===== config.mk =====
export PLATFORM = sky130hd
export DESIGN_NAME = effective_address_generator
export DESIGN_NICKNAME = d
export VERILOG_FILES = /design/src/core/eag_pkg.sv /design/src/core/effective_address_generator.sv
export VERILOG_INCLUDE_DIRS = /design/src /design/src/core
export SDC_FILE = /design/constraint.sdc
export NUM_CORES = 1
export LEC_CHECK = 0
export ABC_AREA = 1
export ABC_CLOCK_PERIOD_IN_PS = 7300
export BUFFER_PORTS_ARGS = -buffer_cell sky130_fd_sc_hd__buf_2
export CORE_MARGIN = 5
export CORE_UTILIZATION = 35
export CTS_BUF_LIST = sky130_fd_sc_hd__clkbuf_8
export DETAILED_ROUTE_END_ITERATION = 12
export PLACE_DENSITY = 0.71
export SLEW_MARGIN = 20
export SYNTH_ARGS = -nofsm -noshare
export SYNTH_HDL_FRONTEND = slang
export SYNTH_SLANG_ARGS = --single-unit

===== constraint.sdc =====
create_clock -name mclk -period 7.3 [get_ports mclk]
set_input_delay 1.095 -clock mclk [delete_from_list [all_inputs] [get_ports mclk]]
set_output_delay 1.095 -clock mclk [all_outputs]
set_load 0.03 [all_outputs]

===== src/core/eag_defs.svh =====
/*
 * Constants for the effective-address generator: widths, fill patterns,
 * size steps. Assumes inclusion by core files only.
 */
`ifndef EAG_DEFS_SVH
`define EAG_DEFS_SVH

`define ADDR_W        24
`define FILL_ONES_8   8'hFF
`define FILL_ZERO_8   8'h00
`define STEP_BYTE     32'h0000_0001
`define STEP_WORD     32'h0000_0002
`define STEP_LONG     32'h0000_0004
`define LOW_ADDR_MASK 24'hFF_FFFE
`define BYTE_SEL_MSB  3
`define BIT_NUM_W     3
`define TRAP_NUM_W    2

`endif


===== src/core/eag_pkg.sv =====
/*
 * Types shared by the effective-address generator and its users.
 * Assumes the defs header is on the include path.
 */
package eag_pkg;

	typedef enum logic [3:0]
	{
		mode_reg_direct,
		mode_reg_indirect,
		mode_disp16,
		mode_disp32,
		mode_post_inc,
		mode_pre_dec,
		mode_abs8,
		mode_abs16,
		mode_abs24,
		mode_abs32,
		mode_immediate,
		mode_pc_rel8,
		mode_pc_rel16,
		mode_mem_indirect
	} ea_mode_t;

	typedef enum logic [1:0]
	{
		size_byte,
		size_word,
		size_long
	} op_size_t;

	typedef enum logic [2:0]
	{
		class_arith_logic,
		class_transfer,
		class_bit_manip,
		class_branch,
		class_jump,
		class_trap,
		class_implied_const
	} insn_class_t;

	typedef struct packed
	{
		logic        valid;
		insn_class_t insn_class;
		ea_mode_t    mode;
		op_size_t    size;
		logic [3:0]  general_register_field;
		logic [31:0] extension;
		logic        fetch_target;
		logic        bit_num_from_reg;
		logic [2:0]  bit_num_imm;
		logic [1:0]  trap_num;
		logic [1:0]  implied_const;
	} ea_request_t;

	typedef struct packed
	{
		logic        valid;
		logic        illegal_mode;
		logic        is_memory;
		logic [23:0] address;
		logic [31:0] operand;
		logic        writeback;
		logic [2:0]  writeback_reg;
		logic [31:0] writeback_value;
		logic        mem_indirect_read;
		logic [2:0]  bit_number;
		logic [1:0]  trap_vector;
	} ea_result_t;

endpackage : eag_pkg


===== src/core/effective_address_generator.sv =====
/*
 * Effective-address generator: turns one decoded addressing request into
 * an operand or branch address, an immediate operand and an optional
 * register write-back. Assumes the decoder holds req for one cycle per
 * request and the register file is read combinationally via regs.
 */
`timescale 1ns/10ps
`include "eag_defs.svh"

// Summary of operation
// - register field picks byte, word or long register
// - indirect address is register; every address drops the top byte
// - displacement added, 16-bit one sign-extended
// - post-increment uses register, then add_implied_constant_instruction 1/2/4
// - pre-decrement subtracts 1/2/4, uses and stores it
// - 8-bit absolute fills upper bits with ones
// - 16-bit absolute is sign-extended
// - 24-bit absolute is fetch target, top zero
// - 32-bit absolute reaches whole address space
// - immediate operand 8/16/32 bits or implied constant
// - trap carries 2-bit vector selector
// - bit ops: direct/indirect/absolute, bit number source
// - arith only direct/immediate; transfers exclude PC-relative/memory indirect
// - PC-relative sign-extends, 24-bit target, top zero
// - relative base is next instruction address
// - memory indirect zero-extends 8-bit table address
// - odd word/long/branch address forced even

module effective_address_generator
(
	input  wire logic                 mclk,
	input  wire logic                 reset_n,
	input  wire eag_pkg::ea_request_t req,
	input  wire logic [7:0][31:0]     regs,
	input  wire logic [23:0]          next_pc,
	output eag_pkg::ea_result_t       result
);
	import eag_pkg::*;

	//****************************************************************
	// helpers
	//****************************************************************
	function automatic logic [31:0] size_step(input op_size_t s);
		case (s)
			size_byte: size_step = `STEP_BYTE;
			size_word: size_step = `STEP_WORD;
			default:   size_step = `STEP_LONG;
		endcase
	endfunction : size_step

	function automatic logic [23:0] align(input logic [23:0] a, input logic even);
		align = even ? (a & `LOW_ADDR_MASK) : a;
	endfunction : align

	function automatic logic [31:0] sext16(input logic [15:0] v);
		sext16 = {{16{v[15]}}, v};
	endfunction : sext16

	function automatic logic [31:0] sext8(input logic [7:0] v);
		sext8 = {{24{v[7]}}, v};
	endfunction : sext8

	function automatic logic mode_legal(input insn_class_t c, input ea_mode_t m);
		case (c)
			class_arith_logic:
				mode_legal = (m == mode_reg_direct) || (m == mode_immediate);
			class_transfer:
				mode_legal = !(m inside {mode_pc_rel8, mode_pc_rel16, mode_mem_indirect});
			class_bit_manip:
				mode_legal = m inside {mode_reg_direct, mode_reg_indirect,
					mode_abs8, mode_abs16, mode_abs32};
			class_branch:
				mode_legal = m inside {mode_pc_rel8, mode_pc_rel16};
			class_jump:
				mode_legal = m inside {mode_reg_indirect, mode_abs24, mode_mem_indirect};
			class_trap, class_implied_const:
				mode_legal = (m == mode_immediate);
			default:
				mode_legal = 1'b0;
		endcase
	endfunction : mode_legal

	//****************************************************************
	// combinational address calculation
	//****************************************************************
	logic [2:0]  reg_idx;
	logic [31:0] full_address_register;
	logic [31:0] step;
	logic [31:0] dec_value;
	logic [31:0] inc_value;
	logic [31:0] next_operand;
	logic [31:0] raw_addr;
	logic        next_is_memory;
	logic        next_wb;
	logic [31:0] next_wb_value;
	logic        next_even;
	logic        is_fetch;

	assign reg_idx               = req.general_register_field[2:0];
	assign full_address_register = regs[reg_idx];
	assign step                  = size_step(req.size);
	assign dec_value             = full_address_register - step;
	assign inc_value             = full_address_register + step;
	assign is_fetch = req.fetch_target || (req.insn_class inside {class_branch, class_jump});

	// register-direct operand: nibble msb picks low/extended halves
	always_comb
	begin
		next_operand = '0;
		case (req.size)
			size_byte:
				next_operand = req.general_register_field[`BYTE_SEL_MSB] ?
					{24'h00_0000, regs[reg_idx][7:0]} :
					{24'h00_0000, regs[reg_idx][15:8]};
			size_word:
				next_operand = req.general_register_field[`BYTE_SEL_MSB] ?
					{16'h0000, regs[reg_idx][31:16]} :
					{16'h0000, regs[reg_idx][15:0]};
			default:
				next_operand = full_address_register;
		endcase
		if (req.mode == mode_immediate)
		begin
			if (req.insn_class == class_implied_const)
				next_operand = {30'h0000_0000, req.implied_const};
			else
				case (req.size)
					size_byte: next_operand = {24'h00_0000, req.extension[7:0]};
					size_word: next_operand = {16'h0000, req.extension[15:0]};
					default:   next_operand = req.extension;
				endcase
		end
	end

	always_comb
	begin
		raw_addr       = '0;
		next_is_memory = 1'b1;
		next_wb        = 1'b0;
		next_wb_value  = '0;
		case (req.mode)
			mode_reg_direct, mode_immediate:
				next_is_memory = 1'b0;
			mode_reg_indirect:
				raw_addr = full_address_register;
			mode_disp16:
				raw_addr = full_address_register + sext16(req.extension[15:0]);
			mode_disp32:
				raw_addr = full_address_register + req.extension;
			mode_post_inc:
			begin
				raw_addr      = full_address_register;
				next_wb       = 1'b1;
				next_wb_value = inc_value;
			end
			mode_pre_dec:
			begin
				raw_addr      = dec_value;
				next_wb       = 1'b1;
				next_wb_value = dec_value;
			end
			mode_abs8:
				raw_addr = {`FILL_ONES_8, `FILL_ONES_8, `FILL_ONES_8, req.extension[7:0]};
			mode_abs16:
				raw_addr = sext16(req.extension[15:0]);
			mode_abs24:
				raw_addr = {`FILL_ZERO_8, req.extension[23:0]};
			mode_abs32:
				raw_addr = req.extension;
			mode_pc_rel8:
				raw_addr = {`FILL_ZERO_8, next_pc} + sext8(req.extension[7:0]);
			mode_pc_rel16:
				raw_addr = {`FILL_ZERO_8, next_pc} + sext16(req.extension[15:0]);
			mode_mem_indirect:
				raw_addr = {24'h00_0000, req.extension[7:0]};
			default:
				next_is_memory = 1'b0;
		endcase
	end

	// byte data may sit at odd addresses; everything else is forced even
	// relative targets are branch targets whatever class the decoder gives
	assign next_even = is_fetch || (req.size != size_byte)
		|| (req.mode inside {mode_mem_indirect, mode_pc_rel8, mode_pc_rel16});

	//****************************************************************
	// registered result
	//****************************************************************
	always_ff @(posedge mclk)
	begin
		if (!reset_n)
			result <= '0;
		else
		begin
			result.valid             <= req.valid;
			result.illegal_mode      <= req.valid && !mode_legal(req.insn_class, req.mode);
			result.is_memory         <= next_is_memory;
			// only 24 address lines exist, so every address loses the top byte
			result.address           <= align(raw_addr[`ADDR_W-1:0], next_even);
			result.operand           <= next_operand;
			// a refused mode must not disturb the register file
			result.writeback         <= req.valid && next_wb
				&& mode_legal(req.insn_class, req.mode);
			result.writeback_reg     <= reg_idx;
			result.writeback_value   <= next_wb_value;
			result.mem_indirect_read <= req.valid && (req.mode == mode_mem_indirect);
			result.bit_number        <= req.bit_num_from_reg ?
				full_address_register[`BIT_NUM_W-1:0] : req.bit_num_imm;
			result.trap_vector       <= req.trap_num[`TRAP_NUM_W-1:0];
		end
	end
endmodule : effective_address_generator


==> metrics list <==
* Result of the run: completed
- Wire length of the first global-routing pass: between 90000 and 100000 um
- Effective utilization at floorplan: 0.3528
* Top flop regs: result x101
* GRT overflow: 0
- Routability-driven placement finished with a final weighted congestion of 0.9856.
- The tree is rooted in a sky130_fd_sc_hd__clkbuf_8.
- The routed design uses 5476 um of met3 wire.
- For this design, the sink count on the clock tree is 101.
- Of all flip-flops after synthesis, the portion carrying an async set or reset was 0.
* Seq. cell area: 0.002022 sq mm
- Count of warnings emitted by yosys: 0
- Number of buffers created by CTS: 9
- Across the VDD grid, the largest voltage drop is between 0.00008 and 0.00009 V.
- In the final routed layout, each cell accounts on average for around 21 um.
- The total area inside the core boundary comes to 0.03548 sq mm.
* Height of the die: approximately 200 um
* Total standard cell area after synthesis: 0.01252 sq mm
- TritonCTS built the clock tree.
- Number of fill cells in the layout: around 4000
- Cell with the most instances after synthesis: sky130_fd_sc_hd__nand2_1
- Number of detailed-routing iterations run before antenna repair: 7
- Of the cells placed in the final design, the portion with a size suffix greater than 1 is 0.2075.
* Post-synthesis to final-layout area growth: 20.59%
- Number of enable flip-flop cells after synthesis: 0
- Seq/Total Area, Yosys: 0.1615
- The count of final hold-check violations was 0.
- The worst setup path is launched from a primary input.
- Tightest slew margin relative to the limit: 0.3131
- Among all flip-flop cells after synthesis, the most frequent one is sky130_fd_sc_hd__dfxtp_1.
- Final worst setup slack: 2.067 ns
- The first routing iteration left 1397 violations.
- Filler-free cell count of the finished design: around 3200
- The biggest area contributor in the post-synthesis netlist is sky130_fd_sc_hd__nand2_1.
- # Post-CTS Setup Buffers: 0
- Post-Place Setup Slack: 1.702 ns
- For the worst setup path, the data arrival time is 5.61 ns.
* Port buffer count: 437
- STA classifies the critical path endpoint as a flip-flop.
- After the last flow step, the layout net total stands at 3082.
* Antenna violation net count after detailed routing: 0
* Final setup violation count: 0
* Number of vias in the routed layout: 17250
- Setup repair after global routing left no endpoint under its margin.
- Power spread over the standard cell area amounts to 137.3 mW/mm^2.
* Die boundary width: 199.1 um
* Path type of the worst setup path: primary input to flip-flop
* Share of the cycle needed by the critical path after routing: 0.7169
- Synthesis inferred 101 register bits.
* Number of global-route vias before repair: 17000
- The register with the most flip-flops in the layout has 101 of them.
* Fin crit period: between 5 and 6 ns
- Antenna violations before repair: 4
- After detailed routing, the wire length on met1 is about 26000 um.
* Reg with most FFs: result
* Cells after DPL: 3138
- Critical path fanouts, max: 75
* Cell types with the largest area share after synthesis: sky130_fd_sc_hd__nand2_1 (20%), sky130_fd_sc_hd__dfxtp_1 (16%), sky130_fd_sc_hd__nand3_1 (9.8%)
- Routed length on met2: just over 30000 um
* Mean number of vias per cell: 5.465
- Uppermost routed layer: met5
* Final HPWL DP: between 50000 and 60000 um
- P_leak: 8.082 nW
* # Max-Cap Violations: 0
- The final number of max-transition violations was 0.
- Data on the critical path is required at its endpoint by about 7.7 ns.
- For the final routed database, the setup TNS stands at 0 ns.
- Post-CTS resize count: 0
- Mapped Cells: ~2300
* Area of the die: 0.03965 sq mm
- The share of synthesized area in the top cell type comes to 0.2039.
* Multi-input gate area in the final layout: between 0.008 and 0.009 sq mm
- Averaged over all synthesized cells, the footprint is between 5 and 6 sq um.
- H-tree depth reported by CTS: 3
* Num ports: 438
- Hold is met by 0.8533 ns.
- For this run, the total global-route usage over all layers was measured as 0.3149.
- After detailed routing, the number of remaining DRC violations is 0.
- The path class of the tightest hold or removal check is primary input to flip-flop.
- For this design, the CTS-stage hold fixing added 0 buffers.
- Post-Route WL: 65660 um
* Bufs on Longest Clock Path: 2
- Transition time of the tightest slew-check pin: slightly above 1 ns
- Clock edge transition at the registers on the reported setup and hold paths: 0.12 ns
* Synth Net Count: approximately 2700
* Commonest cells in the synthesized netlist: sky130_fd_sc_hd__nand2_1 (680), sky130_fd_sc_hd__inv_1 (300), sky130_fd_sc_hd__nor2_1 (267)
* Count of cell types in the netlist: between 50 and 60
* Maximum frequency from static timing analysis: 191.1 MHz
- Largest net degree at the start of global routing: 90
* Row Count: 69
==> worst paths after layout <==
path     from          to  slack [ns]  cells past startpoint
max   req[41]  result[90]        2.07                     17
min    req[3]   result[1]        0.85                      3
==> cells in the final DEF (no fill, tap or decap), types with 4 or more instances in the layout <==
master,n
sky130_fd_sc_hd__buf_2,436
sky130_fd_sc_hd__nor3_1,19
sky130_fd_sc_hd__o211ai_1,21
sky130_fd_sc_hd__o21bai_1,6
sky130_fd_sc_hd__o21ai_1,22
sky130_fd_sc_hd__a21o_1,4
sky130_fd_sc_hd__nor2_2,20
sky130_fd_sc_hd__nor2_1,264
sky130_fd_sc_hd__o221ai_1,10
sky130_fd_sc_hd__a211oi_1,6
sky130_fd_sc_hd__o21ai_0,153
sky130_fd_sc_hd__a21oi_1,148
sky130_fd_sc_hd__o21a_1,6
sky130_fd_sc_hd__a41oi_1,4
sky130_fd_sc_hd__fa_1,4
sky130_fd_sc_hd__inv_2,14
sky130_fd_sc_hd__dfxtp_1,101
sky130_fd_sc_hd__ha_1,52
sky130_fd_sc_hd__nand2_2,22
sky130_fd_sc_hd__buf_4,15
sky130_fd_sc_hd__nor4_1,5
sky130_fd_sc_hd__nand3_2,6
sky130_fd_sc_hd__or2_2,9
sky130_fd_sc_hd__nand2_1,680
sky130_fd_sc_hd__o21ai_2,8
sky130_fd_sc_hd__a31oi_1,6
sky130_fd_sc_hd__nand3_1,245
sky130_fd_sc_hd__o22ai_1,6
sky130_fd_sc_hd__clkinv_2,4
sky130_fd_sc_hd__a22oi_1,7
sky130_fd_sc_hd__inv_1,300
sky130_fd_sc_hd__nand4_1,43
sky130_fd_sc_hd__nor2_4,6
sky130_fd_sc_hd__clkbuf_8,10
==> per-stage QoR <==
stage | utilization | total power, mW | instance area [sq um]
4_1_cts | 0.4251 | 2.060 | 15080
6_report | 0.4255 | 2.073 | 15100
2_1_floorplan | - | 1.293 | 12520
3_3_place_gp | 0.4201 | 1.689 | 14910
5_1_grt | 0.4254 | 2.200 | 15090
3_5_place_dp | 0.4201 | 1.688 | 14910
==> report_power, final <==
group | switching, mW | internal [mW] | leakage, nW
clock network | 0.240 | 0.134 | 0.0980
logic | 0.769 | 0.330 | 7.16
registers | 0.0160 | 0.585 | 0.828
==> final cells by class <==
class / count / share of cell area
Antenna cell: 1 / 0.0001658
Clock buffer: 10 / 0.009117
Clock inverter: 6 / 0.002403
Inverter: 317 / 0.07890
Multi-Input combinational cell: 1808 / 0.5848
Sequential cell: 101 / 0.1339
Tap cell: 461 / 0.03821
Timing Repair Buffer: 452 / 0.1525
==> routing by layer <==
layer / global-route usage / vias up
met5: 0 / -
met4: 0.1507 / 2
met1: 0.3825 / 7888
li1: - / 8271
met2: 0.5486 / 902
met3: 0.04249 / 186
==> cell families (layout without fill, tap and decap cells) <==
| kind of cell | Yosys count | in the layout | share of synthesized area |
|---|---|---|---|
| other cells | 0 | 1 | 0 |
| xor+xnor | 3 | 3 | 0.002099 |
| fa+ha+maj | 56 | 56 | 0.05836 |
| simple gates | 1334 | 1334 | 0.4582 |
| compound gates | 415 | 415 | 0.1859 |
| buf+inv | 404 | 785 | 0.1339 |
| flops | 101 | 101 | 0.1615 |
==> critical path, stage by stage <==
cell and delay [ns]:
sky130_fd_sc_hd__buf_4 0.25, sky130_fd_sc_hd__clkinv_2 0.68, sky130_fd_sc_hd__o21ai_0 0.16, sky130_fd_sc_hd__o22ai_1 0.14, sky130_fd_sc_hd__inv_1 0.06, sky130_fd_sc_hd__o21ai_1 0.54, sky130_fd_sc_hd__inv_1 0.29, sky130_fd_sc_hd__fa_1 0.46
sky130_fd_sc_hd__o31ai_1 0.65, sky130_fd_sc_hd__inv_1 0.08, sky130_fd_sc_hd__o21ai_0 0.48, sky130_fd_sc_hd__nand3_1 0.21, sky130_fd_sc_hd__nand3b_1 0.14, sky130_fd_sc_hd__nand3_1 0.08, sky130_fd_sc_hd__nand4_1 0.13, sky130_fd_sc_hd__nand2_1 0.06
sky130_fd_sc_hd__inv_1 0.07
(Power assumes the default switching activity.)
